[src/include/i2c_port_map.vh]
// constants for the two-wire slave register port
// Overview of operation
// - clock line is input only; data line is only pulled low or released
// - transaction: start, address plus direction, command byte, data bytes, stop
// - start is data falling with clock high; stop is data rising with clock high
// - idle bus: both lines released and resting high
// - one bit per clock pulse; driver holds data steady while clock high
// - device pulls data low through ninth clock after each received byte
// - match only addresses 0111 x x 0 in the upper seven bits
// - select pin ground, supply, data, clock gives address bits 00, 01, 10, 11
// - direction bit 0 means write, 1 means read
// - watch for start plus matching address, acknowledge, then transfer
// - with timeout enabled, clock edges over 20ms apart abort and release data
// - after timeout abort, ignore the bus until a new start
// - software bit switches the bus timeout on or off
// - first written byte after address loads the register pointer
// - stop right after command byte keeps pointer and writes nothing
// - first data byte goes to the register the pointer selects
// - further data bytes go to following registers by autoincrement
// - timeout is an interrupt source, held until its flag at 0x48 is read
// - pointer holds at 0x00, wraps 0x06 to 0x00, else adds one
// - reads start at the stored pointer and advance after each byte
// - reading the timeout flag register clears the timeout interrupt
// - timeout interrupt enabled by bit 5 of global configuration
`ifndef I2C_PORT_MAP_VH
`define I2C_PORT_MAP_VH
`define ADDR_HIGH_NIBBLE 4'h7
`define REG_FIFO         8'h00
`define REG_AUTOSLEEP    8'h06
`define REG_TIMEOUT_FLAG 8'h48
`define REG_GLOBAL_CFG   8'h40
`define GCFG_TO_INT_BIT  5
`define CLOCK_PERIOD_PS  25000
`define TIMEOUT_MS       20
// 20 ms of 25 ns clocks, written out because the product overflows 32-bit arithmetic
`define TIMEOUT_CYCLES   20'hc3500
`define SEL_GND          2'h0
`define SEL_VCC          2'h1
`define SEL_SDA          2'h2
`define SEL_SCL          2'h3
`endif

[src/design/i2c_slave_register_port.v]
// two-wire slave port with command pointer, autoincrement and bus timeout
`timescale 1ns/1ps
`include "i2c_port_map.vh"
module i2c_slave_register_port #(
  parameter [19:0] TIMEOUT_CYCLES = `TIMEOUT_CYCLES
) (
  // clock and reset
  input  wire       clock,
  input  wire       rstn,
  // bus pins
  input  wire       scl_in,
  input  wire       sda_in,
  output reg        sda_out,
  output reg        sda_oe_n,
  // address strap: select pin tied to one of four signals
  input  wire       address_select_pin,
  // configuration from the register file
  input  wire       timeout_enable,
  input  wire       timeout_int_enable,
  // register file access
  output reg  [7:0] reg_addr,
  output reg  [7:0] reg_wdata,
  output reg        reg_write,
  output reg        reg_read,
  input  wire [7:0] reg_rdata,
  // status
  output reg        timeout_flag,
  output reg        timeout_irq,
  output reg        busy
);

  // ----------------------------------------------------------------
  // states
  // ----------------------------------------------------------------
  localparam [2:0] ST_IDLE = 3'h0;
  localparam [2:0] ST_ADDR = 3'h1;
  localparam [2:0] ST_ACK  = 3'h2;
  localparam [2:0] ST_RX   = 3'h3;
  localparam [2:0] ST_TX   = 3'h4;
  localparam [2:0] ST_MACK = 3'h5;

  function [7:0] pointer_advance;
    input [7:0] p;
    begin
      if (p == `REG_FIFO)
        pointer_advance = `REG_FIFO;
      else if (p == `REG_AUTOSLEEP)
        pointer_advance = `REG_FIFO;
      else
        pointer_advance = p + 8'h01;
    end
  endfunction

  // ----------------------------------------------------------------
  // input synchronisers
  // ----------------------------------------------------------------
  reg [1:0] scl_sync_reg, sda_sync_reg, sel_sync_reg;
  reg       scl_reg, sda_reg;
  always @(posedge clock or negedge rstn) begin
    if (!rstn) begin
      scl_sync_reg <= 2'h3;
      sda_sync_reg <= 2'h3;
      // strap rests high like the lines, so a pin tied to a line still matches after reset
      sel_sync_reg <= 2'h3;
      scl_reg      <= 1'b1;
      sda_reg      <= 1'b1;
    end else begin
      scl_sync_reg <= {scl_sync_reg[0], scl_in};
      sda_sync_reg <= {sda_sync_reg[0], sda_in};
      sel_sync_reg <= {sel_sync_reg[0], address_select_pin};
      scl_reg      <= scl_sync_reg[1];
      sda_reg      <= sda_sync_reg[1];
    end
  end
  wire scl_s = scl_sync_reg[1];
  wire sda_s = sda_sync_reg[1];
  wire sel_s = sel_sync_reg[1];
  wire scl_rise = scl_s & ~scl_reg;
  wire scl_fall = ~scl_s & scl_reg;
  wire start_cond = scl_s & scl_reg & sda_reg & ~sda_s;
  wire stop_cond  = scl_s & scl_reg & ~sda_reg & sda_s;

  // ----------------------------------------------------------------
  // select pin decode
  // ----------------------------------------------------------------
  // the strap is compared against the bus lines while the bus idles high,
  // so a pin following a line is told from a supply tie by watching lows
  reg [1:0] sel_code_reg;
  reg       sel_seen_low_reg, sel_follow_sda_reg, sel_follow_scl_reg;
  always @(posedge clock or negedge rstn) begin
    if (!rstn) begin
      sel_code_reg       <= `SEL_GND;
      sel_seen_low_reg   <= 1'b0;
      sel_follow_sda_reg <= 1'b1;
      sel_follow_scl_reg <= 1'b1;
    end else begin
      if (!scl_s || !sda_s || !sel_s)
        sel_seen_low_reg <= 1'b1;
      if (sel_s != sda_s)
        sel_follow_sda_reg <= 1'b0;
      if (sel_s != scl_s)
        sel_follow_scl_reg <= 1'b0;
      if (!sel_s && scl_s && sda_s)
        sel_code_reg <= `SEL_GND;
      else if (sel_seen_low_reg && sel_follow_sda_reg)
        sel_code_reg <= `SEL_SDA;
      else if (sel_seen_low_reg && sel_follow_scl_reg)
        sel_code_reg <= `SEL_SCL;
      else if (sel_s && (!sda_s || !scl_s))
        sel_code_reg <= `SEL_VCC;
    end
  end

  // ----------------------------------------------------------------
  // bus timeout
  // ----------------------------------------------------------------
  reg [19:0] idle_count_reg;
  wire       timeout_hit = timeout_enable && busy && (idle_count_reg >= TIMEOUT_CYCLES);
  always @(posedge clock or negedge rstn) begin
    if (!rstn)
      idle_count_reg <= 20'h0;
    else if (scl_rise || scl_fall || !busy)
      idle_count_reg <= 20'h0;
    else if (idle_count_reg != 20'hfffff)
      idle_count_reg <= idle_count_reg + 20'h1;
  end

  // ----------------------------------------------------------------
  // protocol engine
  // ----------------------------------------------------------------
  reg [2:0] state_reg;
  reg [3:0] bit_cnt_reg;
  reg [7:0] shift_reg;
  reg       is_read_reg, have_cmd_reg, ack_addr_reg;
  reg [7:0] pointer_reg;
  wire      addr_match = (shift_reg[7:4] == `ADDR_HIGH_NIBBLE)
                         && (shift_reg[3:2] == sel_code_reg) && !shift_reg[1];

  always @(posedge clock or negedge rstn) begin
    if (!rstn) begin
      state_reg    <= ST_IDLE;
      bit_cnt_reg  <= 4'h0;
      shift_reg    <= 8'h00;
      is_read_reg  <= 1'b0;
      have_cmd_reg <= 1'b0;
      ack_addr_reg <= 1'b0;
      pointer_reg  <= 8'h00;
      sda_out      <= 1'b0;
      sda_oe_n     <= 1'b1;
      reg_addr     <= 8'h00;
      reg_wdata    <= 8'h00;
      reg_write    <= 1'b0;
      reg_read     <= 1'b0;
      timeout_flag <= 1'b0;
      timeout_irq  <= 1'b0;
      busy         <= 1'b0;
    end else begin
      reg_write <= 1'b0;
      reg_read  <= 1'b0;
      sda_out   <= 1'b0;
      reg_addr  <= pointer_reg;
      // timeout flag: set wins over the read that clears it
      if (timeout_hit) begin
        timeout_flag <= 1'b1;
        timeout_irq  <= timeout_int_enable;
      end else if (reg_read && reg_addr == `REG_TIMEOUT_FLAG) begin
        timeout_flag <= 1'b0;
        timeout_irq  <= 1'b0;
      end
      if (timeout_hit) begin
        state_reg <= ST_IDLE;
        sda_oe_n  <= 1'b1;
        busy      <= 1'b0;
      end else if (start_cond) begin
        state_reg   <= ST_ADDR;
        bit_cnt_reg <= 4'h0;
        sda_oe_n    <= 1'b1;
        busy        <= 1'b1;
      end else if (stop_cond) begin
        state_reg <= ST_IDLE;
        sda_oe_n  <= 1'b1;
        busy      <= 1'b0;
      end else begin
        case (state_reg)
          ST_IDLE: begin
            sda_oe_n <= 1'b1;
          end
          ST_ADDR, ST_RX: begin
            if (scl_rise) begin
              shift_reg   <= {shift_reg[6:0], sda_s};
              bit_cnt_reg <= bit_cnt_reg + 4'h1;
            end else if (scl_fall && bit_cnt_reg == 4'h8) begin
              bit_cnt_reg <= 4'h0;
              if (state_reg == ST_ADDR) begin
                if (addr_match) begin
                  sda_oe_n     <= 1'b0;
                  is_read_reg  <= shift_reg[0];
                  have_cmd_reg <= 1'b0;
                  ack_addr_reg <= 1'b1;
                  state_reg    <= ST_ACK;
                end else begin
                  state_reg <= ST_IDLE;
                end
              end else begin
                sda_oe_n     <= 1'b0;
                ack_addr_reg <= 1'b0;
                state_reg    <= ST_ACK;
                if (!have_cmd_reg) begin
                  pointer_reg  <= shift_reg;
                  have_cmd_reg <= 1'b1;
                end else begin
                  reg_addr    <= pointer_reg;
                  reg_wdata   <= shift_reg;
                  reg_write   <= 1'b1;
                  pointer_reg <= pointer_advance(pointer_reg);
                end
              end
            end
          end
          ST_ACK: begin
            // the ack stays low across the ninth high phase and ends on its fall
            if (scl_fall) begin
              if (ack_addr_reg && is_read_reg) begin
                shift_reg   <= reg_rdata;
                reg_read    <= 1'b1;
                pointer_reg <= pointer_advance(pointer_reg);
                sda_oe_n    <= reg_rdata[7];
                bit_cnt_reg <= 4'h1;
                state_reg   <= ST_TX;
              end else begin
                sda_oe_n  <= 1'b1;
                state_reg <= ST_RX;
              end
            end
          end
          ST_TX: begin
            if (scl_fall) begin
              if (bit_cnt_reg == 4'h8) begin
                sda_oe_n  <= 1'b1;
                state_reg <= ST_MACK;
              end else begin
                sda_oe_n    <= shift_reg[6];
                shift_reg   <= {shift_reg[6:0], 1'b0};
                bit_cnt_reg <= bit_cnt_reg + 4'h1;
              end
            end
          end
          ST_MACK: begin
            if (scl_rise) begin
              if (sda_s)
                state_reg <= ST_IDLE;
              else
                ack_addr_reg <= 1'b1;
            end else if (scl_fall && ack_addr_reg) begin
              shift_reg   <= reg_rdata;
              reg_read    <= 1'b1;
              pointer_reg <= pointer_advance(pointer_reg);
              sda_oe_n    <= reg_rdata[7];
              bit_cnt_reg <= 4'h1;
              state_reg   <= ST_TX;
            end
          end
          default: begin
            state_reg <= ST_IDLE;
          end
        endcase
      end
    end
  end

endmodule

[config.mk]
export PLATFORM = sky130hd
export DESIGN_NAME = i2c_slave_register_port
export DESIGN_NICKNAME = d
export VERILOG_FILES = /design/src/design/i2c_slave_register_port.v
export VERILOG_INCLUDE_DIRS = /design/src /design/src/include
export SDC_FILE = /design/constraint.sdc
export NUM_CORES = 1
export LEC_CHECK = 0
export BUFFER_PORTS_ARGS = -buffer_cell sky130_fd_sc_hd__buf_2
export CAP_MARGIN = 20
export CORE_MARGIN = 2
export CORE_UTILIZATION = 64
export DETAILED_ROUTE_END_ITERATION = 12
export GPL_TIMING_DRIVEN = 0
export PLACE_DENSITY_LB_ADDON = 0.3
export SYNTH_ARGS = -nofsm -noshare
export SYNTH_HDL_FRONTEND = slang
export SYNTH_SLANG_ARGS = --single-unit
[constraint.sdc]
create_clock -name clock -period 4.99 [get_ports clock]
set_input_delay 0.7485 -clock clock [delete_from_list [all_inputs] [get_ports clock]]
set_output_delay 0.7485 -clock clock [all_outputs]
set_load 0.05 [all_outputs]
# ---- After elaboration in Yosys (flattened, before gate mapping)
# Index checks and enable logic that the tools add are counted.
dict set report word_totals {
  regBits 81
  latchBits 0
  mem_bits_rw 0
  mem_bits_ro 0
  input_bits 15
  out_inout_bits 23
  n_memories 0
}
dict set report classes {
  addsub 3
  multipliers 0
  n_div 0
  n_lt_le_gt_ge 1
  n_eq_ne 46
  n_shift 0
  n_mux 95
  n_bitwise 16
  n_reduce_logical 43
}
# operator n
set ops {}
lappend ops {{two-way mux 8 bit} 17}
lappend ops {{two-way mux 1 bit} 41}
lappend ops {{two-way mux 20 bit} 2}
lappend ops {{two-way mux 4 bit} 10}
lappend ops {{two-way mux 3 bit} 13}
lappend ops {{!= test 5 bit, second input constant} 7}
lappend ops {{one-hot mux 8 bit (4 select lines)} 1}
lappend ops {{AND reduction 8 bit} 4}
lappend ops {{!= test 2 bit, second input constant} 14}
lappend ops {{one-hot mux 8 bit (3 select lines)} 1}
lappend ops {{AND reduction 11 bit} 2}
lappend ops {{!= test 3 bit, second input constant} 7}
lappend ops {{adder 20 x 1 -> 20 bit, second input constant} 1}
lappend ops {{>= comparator 20 bit, second input constant} 1}
lappend ops {{!= test 20 bit, second input constant} 1}
lappend ops {{!= test 6 bit, second input constant} 3}
lappend ops {{one-hot mux 4 bit (4 select lines)} 1}
lappend ops {{one-hot mux 3 bit (5 select lines)} 1}
lappend ops {{logical AND 1 bit} 13}
lappend ops {{two-way mux 2 bit} 5}
lappend ops {{AND reduction 10 bit} 1}
lappend ops {{NOT 1 bit} 9}
lappend ops {{AND reduction 9 bit} 1}
lappend ops {{adder 8 x 1 -> 8 bit, second input constant} 1}
lappend ops {{25 further kinds} 47}

# ---- Logic depth before layout (Yosys ltp)
# Gate-level depths: netlist (run 1).
dict set report depth {
  depth_word 11
  depth_mapped 9
}

# ---- Least setup slack after synthesis (run 1)
# Ideal clock, no wire load.
dict set report synth_path {
  path_type {reg2reg}
  start {register sda_sync_reg[1]}
  end {register shift_reg[0]}
  setup_time_ns 0.125
  arrival_ns 2.150
  t_required_ns 4.865
  slack_ns 2.715
  path_stages_with_launch 8
  path_buffers 2
  synth_period_minus_slack_ns 2.275
  cell_sequence {dfstp_2 -> clkbuf_1 -> xor2_1 -> a2bb2oi_2 -> nand2_2 -> or4_1 -> buf_6 -> mux2_4}
}
dict set report synth_between {
  elab_chain_cells 4
  word_cells_on_any_way 8
  cone_classes {mux: 2; bitwise: 5; reduce/logical: 1}
}
# element line
set synth_lines {}
lappend synth_lines {{from (decl)} i2c_slave_register_port.v:57} ;# reg [1:0] scl_sync_reg, sda_sync_reg, sel_sync_reg;
lappend synth_lines {{from (signal assigned)} i2c_slave_register_port.v:69} ;# sda_sync_reg <= {sda_sync_reg[0], sda_in};
lappend synth_lines {{NOT 1 bit} i2c_slave_register_port.v:80} ;# wire start_cond = scl_s & scl_reg & sda_reg & ~sda_s;
lappend synth_lines {{bitwise AND 1 bit} i2c_slave_register_port.v:80}
lappend synth_lines {{NOT 1 bit (no source line)} n/a}
lappend synth_lines {{AND reduction 11 bit (no source line)} n/a}
lappend synth_lines {{to (signal assigned)} i2c_slave_register_port.v:190} ;# shift_reg <= {shift_reg[6:0], sda_s};
lappend synth_lines {{to (signal assigned)} i2c_slave_register_port.v:224} ;# shift_reg <= reg_rdata;
lappend synth_lines {{to (signal assigned)} i2c_slave_register_port.v:243} ;# shift_reg <= {shift_reg[6:0], 1'b0};
lappend synth_lines {{to (decl)} i2c_slave_register_port.v:133} ;# reg [7:0] shift_reg;
# Parallel ways exist; a longest one is shown, timed or not. The select of a mux whose other input is x is not followed.
# A chain may end at the register's enable or synchronous reset.

# ---- Worst setup path in the final report (run 1)
dict set report layout_path {
  start {register sda_sync_reg[1]}
  end {register reg_wdata[1]}
}
dict set report layout_between {
  elab_chain_cells 4
  word_cells_on_any_way 6
  cone_classes {bitwise: 5; reduce/logical: 1}
}
# element line
set layout_lines {}
lappend layout_lines {{NOT 1 bit} i2c_slave_register_port.v:80}
lappend layout_lines {{bitwise AND 1 bit} i2c_slave_register_port.v:80}
lappend layout_lines {{NOT 1 bit (no source line)} n/a}
lappend layout_lines {{AND reduction 8 bit (no source line) (*)} n/a}
lappend layout_lines {{to (signal assigned)} i2c_slave_register_port.v:213} ;# reg_wdata <= shift_reg;
lappend layout_lines {{to (decl)} i2c_slave_register_port.v:22} ;# output reg [7:0] reg_wdata,
# Every way passes the cells marked *; elsewhere a longest branch is shown, timed or not.

==> results.tsv, run 1 <==
metric	value	unit
Setup WS pre-CTS	2350	ps
most frequent cells in the layout	dfrtp_1 (70), nand2_1 (43), buf_2 (36), nor2_1 (36), a21oi_1 (25)	
commonest non-fill, non-tap cell in the layout	dfrtp_1	
final core occ	0.7359	
Worst setup EP type	flop	
peak supply drop	0.1941	mV
Final setup viols	0	
RSZ-0062 raised after global routing	no	
clock tree buffer depth	2	
worst setup margin	2341	ps
wire length of the first global-routing pass	16.53	mm
R2R Setup Slk	2340	ps
CTS Buf Count	9	
Starting Density	0.6520	
top layer reached by signal wires	met4	
Post-synth EDFFs	0	
Final Net Count	520	
CTS Hold Bufs	0	
vias per inst	6.247	
GP Congestion	0.9288	
DRT Pass-1 Iters	5	
Post-Syn Instances	446	
met2 WL post-DR	4.931	mm
CP required	5240	ps
area leader, netlist	dfrtp_1	
Synthesized Nets	472	
critical path peak fanout	9	
met1 wire length	4.086	mm
worst-margin pin slew	839.2	ps
Max-Slew Margin vs Limit	0.4405	
synthesized area per cell	9.822	sq um
Cell variety after synth	72	
max-cap violations	0	
Max Slew Vio Count	0	
top cell type's share of synthesized area	0.3999	
DIE AREA	7522	sq um
largest net degree at the start of global routing	57	
Seq cells post-synth	81	
achievable frequency	0.3775	GHz
register area share after synthesis	0.4659	
Core ar.	6719	sq um
H-tree depth	3	
Die W	86.73	um
root buf cell	clkbuf_8	
minimum clock period after layout	2649	ps
Worst setup SP type	flop	
antenna violations before repair	0	
Leak	2.126	nW
CP peak stage delay	640	ps
cts repair resizes	0	
Hold Violations, Final	0	
Synth area leaders	dfrtp_1 (40%), dfstp_2 (6.6%), nand2_1 (3.7%), xnor2_1 (3.4%), ha_1 (3.1%)	
Setup Buffers After CTS	0	
final wirelength	9.888	mm
Overall Global Routing Usage	0.2847	
wire length on met3	644	um
final setup TNS	0	ps
Crit Path Category	flop to flop	
predominant post-synthesis flop cell	dfrtp_1	
Detail Route Antenna Nets	0	
synth warn	0	
Rows	30	
HP Class	input pin to async pin	
area delta synth->final	12.88	%
vias after detailed routing	3617	
Netlist Area Pre-Place	4380	sq um
I/O pin cnt	38	
DRC	0	
clock slew seen by the registers of the worst setup and hold paths	100	ps
clk_skew	16.56	ps
CTS tree	built	
max FFs per register	20	
DR iter-0 viols	238	
status	finished clean	
Crit-path slowest cell	nor4b_4	
Hold Slack	265.0	ps
Worst EP arrival	2900	ps
asr flop ratio synth	1.000	
final global-route overflow total	0	
latest clock arrival within the worst-skew pair	380	ps
post-DP HPWL	6.925	mm
post-DR wirelength/cell	17.08	um
PwrDens	379.5	nW/um^2
fill count	468	
# clock sinks	81	
fin crit share	0.5309	
chip height	86.73	um
Cell Chain, Critical Path	clkbuf_1 > xor2_1 > a2bb2oi_2 > nand2_2 > nor4b_4 > mux2_2	
diode count	0	
share of cells above drive strength 1	0.1904	
vias in the first global route	3457	
input/output buffers	36	
[kinds of logic (layout without fill, tap and decap cells)]
family / Yosys count / after routing / share of synthesized area
AO/OA/AOI/OAI: 100 / 100 / 0.1562
XOR/XNOR: 20 / 20 / 0.03999
adder cells (fa/ha/maj): 11 / 11 / 0.03142
buffers and inverters: 44 / 97 / 0.04056
flip-flops: 81 / 81 / 0.4659
multiplexers: 21 / 21 / 0.06027
other: 1 / 1 / 0.0008561
AND/OR/NAND/NOR: 168 / 168 / 0.2048
[critical path: cells and delay by family, from the launching register on]
| family | cells | cell delay [ps] |
|---|---|---|
| AOI/OAI and AO/OA | 1 | 240 |
| DFF | 1 | 530 |
| buffers and inverters | 1 | 440 |
| xor gates and xnor gates | 1 | 160 |
| and+or+nand+nor | 2 | 750 |
| muxes | 1 | 410 |
[stage by stage]
| step | instance area [sq um] | std cells | total power [mW] |
|---|---|---|---|
| after global routing | 4945 | 579 | 1.958 |
| after floorplan | 4380 | 446 | 1.142 |
| after global placement | 4661 | 562 | 1.238 |
| after CTS | 4945 | 579 | 1.875 |
| final | 4945 | 579 | 1.876 |
| after detailed placement | 4691 | 563 | 1.263 |
[synthesized netlist by cell type (all sizes together), types with 2 or more instances]
cell type   n
o21ai      16
nor2       36
nand2      44
mux2       19
dfrtp      70
or3         5
a2111oi     2
and2        5
nand4      10
nand2b      4
nor4        8
a31oi       7
a211oi      5
or4         4
inv        24
or3b        2
ha         11
o211ai      3
a32oi       4
o2bb2ai     3
nand3b      2
or2         2
xnor2      17
buf         4
nand3      15
mux2i       2
and3        4
nor2b       6
a21oi      25
a221oi      2
and3b       2
a21o        3
dfstp      11
and4        2
o21a        2
o31ai       4
o22ai       6
xor2        3
nor4b       3
nor4bb      2
a22oi       4
nor3        9
a2bb2oi     2
nand4b      2
clkbuf     16
[power breakdown]
part           switching [mW]  internal [mW]  total [mW]
registers               0.113          0.744       0.857
clock network           0.270          0.343       0.613
logic                   0.238          0.168       0.406
total                   0.621           1.26        1.88
[final cells by class]
type,instances,area [sq um],area share
buffer,20,87.58,0.01771
clock buffer,9,123.9,0.02505
clock inverter,7,130.1,0.02632
inverter,24,90.09,0.01822
multi-input combinational,321,2162,0.4372
sequential,81,2041,0.4127
tap,80,100.1,0.02024
timing repair buffer,37,210.2,0.04251
[final timing paths]
path                                       to       startpoint  cells past startpoint
max in group asynchronous  sel_follow_scl_reg             rstn                      2
hold reg to reg               sda_sync_reg[1]  sda_sync_reg[0]                      0
hold / removal                   state_reg[2]             rstn                      1
setup / recovery                 reg_wdata[1]  sda_sync_reg[1]                      6
setup reg to reg                 reg_wdata[1]  sda_sync_reg[1]                      6
min in group clock            sda_sync_reg[1]  sda_sync_reg[0]                      0
[routing by layer]
layer  up-vias  global-route usage
met1      1734              0.3633
met2       139              0.4713
met3        30             0.07048
met4         0              0.1051
met5         -                   0
li1       1714                   -
No activity file was read; power rests on OpenSTA's default activity.
==> run 2, diff against run 1 <==
--- a/config.mk
+++ b/config.mk
@@ -6,10 +6,11 @@
 export SDC_FILE = /design/constraint.sdc
 export NUM_CORES = 1
 export LEC_CHECK = 0
+export ABC_AREA = 1
 export BUFFER_PORTS_ARGS = -buffer_cell sky130_fd_sc_hd__buf_2
 export CAP_MARGIN = 20
 export CORE_MARGIN = 2
-export CORE_UTILIZATION = 64
+export CORE_UTILIZATION = 60
 export DETAILED_ROUTE_END_ITERATION = 12
 export GPL_TIMING_DRIVEN = 0
 export PLACE_DENSITY_LB_ADDON = 0.3
==> constraint.sdc (replaced) <==
create_clock -name clock -period 2.6 [get_ports clock]
set_input_delay 0.39 -clock clock [delete_from_list [all_inputs] [get_ports clock]]
set_output_delay 0.39 -clock clock [all_outputs]
set_load 0.05 [all_outputs]
==> results.tsv, run 2 <==
metric	value	unit
Cell Chain, Critical Path	ha_1 > nand4_1 > inv_1 > nand3_1 > nor3_2 > nand2_2 > buf_4 > o21ai_1	
max-cap violations	0	
Pint	2.469	mW
Final Power	4.472	mW
post-DR wirelength/cell	14.77	um
Final setup viols	0	
CP required	2890	ps
Detail Route Antenna Nets	0	
wire length of the first global-routing pass	19.68	mm
RSZ-0062 raised after global routing	no	
Worst EP arrival	2450	ps
met1 global-route usage	0.3970	
most frequent cell after synthesis	nand2_1	
Crit-path slowest cell	dfstp_2	
# clock sinks	81	
H-tree depth	3	
critical path peak fanout	10	
vias per inst	5.469	
cts repair resizes	0	
final wirelength	11.77	mm
DRT Pass-1 Iters	5	
DIE AREA	8646	sq um
chip height	92.99	um
area delta synth->final	11.56	%
largest net degree at the start of global routing	64	
Starting Density	0.6180	
CTS tree	built	
DR iter-0 viols	283	
max FFs per register	20	
HP Class	input pin to flop	
CP peak stage delay	550	ps
met2 Use GR	0.4746	
Synth area leaders	dfrtp_1 (37%), nand2_1 (16%), dfstp_2 (6.1%), nand3_1 (5.6%), inv_1 (5.2%)	
Synthesized Nets	667	
Worst setup EP type	flop	
met3 Use GR	0.04271	
achievable frequency	0.4623	GHz
minimum clock period after layout	2163	ps
post-DP HPWL	8.786	mm
root buf cell	clkbuf_8	
peak supply drop	0.6044	mV
Comb power frac	0.410	
vias in the first global route	4155	
Seq cells post-synth	81	
clock tree buffer depth	2	
Net Sw Power	2.003	mW
I/O pin cnt	38	
Synth top cells by count	nand2_1 (205), dfrtp_1 (70), inv_1 (66), nor2_1 (60), nand3_1 (53)	
Core ar.	7687	sq um
vias after detailed routing	4359	
commonest non-fill, non-tap cell in the layout	nand2_1	
latest clock arrival within the worst-skew pair	370	ps
Leak	2.703	nW
clk_skew	15.75	ps
most frequent cells in the layout	nand2_1 (205), dfrtp_1 (70), inv_1 (66)	
Clock power frac	0.218	
clock slew seen by the registers of the worst setup and hold paths	90	ps
input/output buffers	36	
Hold Slack	117.4	ps
Sw Ratio	0.4478	
Netlist Area Pre-Place	4751	sq um
share of cells above drive strength 1	0.1640	
PwrDens	843.7	nW/um^2
final global-route overflow total	0	
Die W	92.99	um
Hold Violations, Final	0	
status	finished clean	
Seq pwr share	0.372	
GP Congestion	0.9344	
Post-synth EDFFs	0	
synth warn	0	
Max-Slew Margin vs Limit	0.6236	
Setup Buffers After CTS	0	
DRC	0	
Worst setup SP type	flop	
Post-Syn Instances	641	
asr flop ratio synth	1.000	
GRT busiest layer	met2	
CTS Buf Count	9	
top cell type's share of synthesized area	0.3687	
diode count	0	
Overall Global Routing Usage	0.2915	
synthesized area per cell	7.412	sq um
Max Slew Vio Count	0	
antenna violations before repair	0	
Rows	32	
predominant post-synthesis flop cell	dfrtp_1	
Cell variety after synth	47	
area leader, netlist	dfrtp_1	
Crit Path Category	flop to flop	
Final Net Count	716	
final setup TNS	0	ps
register area share after synthesis	0.4295	
fin crit share	0.8320	
worst-margin pin slew	559.5	ps
-- run 2: cell types whose count changed in the layout (fill, tap and decap cells not counted), moves of 8 or more --
cell	delta
nand3_1	+38
xnor2_1	-15
mux2_4	-8
clkbuf_1	-13
mux2_2	-9
nor2_1	+24
a21oi_1	-18
inv_1	+43
o21ai_1	+16
o21ai_0	+14
nand2_1	+162
-- run 2: what timing repair did --
action,in CTS,in global routing
hold endpoints to repair,17,0
endpoints found under the setup margin,0,0
hold buffers,1,0
-- run 2: through the flow --
| step | instances | setup WS, ps | util | cell area (sq um) |
|---|---|---|---|---|
| finish | 797 | 436.8 | 0.6895 | 5300 |
| global route | 797 | 325.7 | 0.6895 | 5300 |
| CTS | 797 | 480.5 | 0.6895 | 5300 |
| detailed placement | 780 | 490.6 | 0.6619 | 5089 |
| global placement | 779 | 535.3 | 0.6580 | 5059 |
| floorplan | 641 | 868.9 | - | 4751 |
-- run 2: kinds of logic after synthesis --
group / share of synthesized area
AO/OA/AOI/OAI: 0.09350
XOR/XNOR: 0.01106
adder cells (fa/ha/maj): 0.02897
buffers and inverters: 0.07664
flip-flops: 0.4296
other: 0.0007893
AND/OR/NAND/NOR: 0.3595
-- run 2: path summary, 6_finish.rpt --
| path | startpoint | to | slack (ps) | cells after the start |
|---|---|---|---|---|
| max | scl_reg | reg_wdata[0] | 440 | 8 |
| min | address_select_pin | sel_sync_reg[0] | 120 | 1 |
| max reg2reg | scl_reg | reg_wdata[0] | 440 | 8 |
| min reg2reg | sel_sync_reg[0] | sel_sync_reg[1] | 360 | 0 |
| max in group asynchronous | rstn | sda_sync_reg[0] | 1520 | 3 |
| min in group asynchronous | rstn | shift_reg[7] | 430 | 2 |
-- run 2: worst max-delay path, delay by kind of cell (launching register included) --
family	cells	cell delay [ps]
AND/OR/NAND/NOR	4	690
flip-flops	1	550
buffers and inverters	2	370
adder cells (fa/ha/maj)	1	350
AO/OA/AOI/OAI	1	140
-- run 2: area by class of cell --
| type | count | area, sq um |
|---|---|---|
| plain buffers | 13 | 77.57 |
| clock buffers | 9 | 123.9 |
| clock inverters | 7 | 77.57 |
| fillers | 662 | 2387 |
| inverters | 75 | 286.5 |
| multi-input cells | 472 | 2346 |
| flip-flops and latches | 81 | 2041 |
| well taps | 102 | 127.6 |
| repair buffers | 38 | 220.2 |
-- run 2: power by group through the flow --
stage / combinational (mW) / sequential [mW] / clock (mW)
after floorplan: 1.21 / 1.81 / 0
after global placement: 1.77 / 1.67 / 0
after detailed placement: 1.81 / 1.68 / 0
after CTS: 1.82 / 1.66 / 0.992
after global routing: 2.04 / 1.69 / 1.05
final: 1.83 / 1.66 / 0.976
-- run 2: routing by layer --
layer | share of wire | vias up
met5 | 0 | -
met1 | 0.44 | 2051
met4 | 0.020 | 0
met3 | 0.043 | 25
met2 | 0.49 | 120
li1 | - | 2163
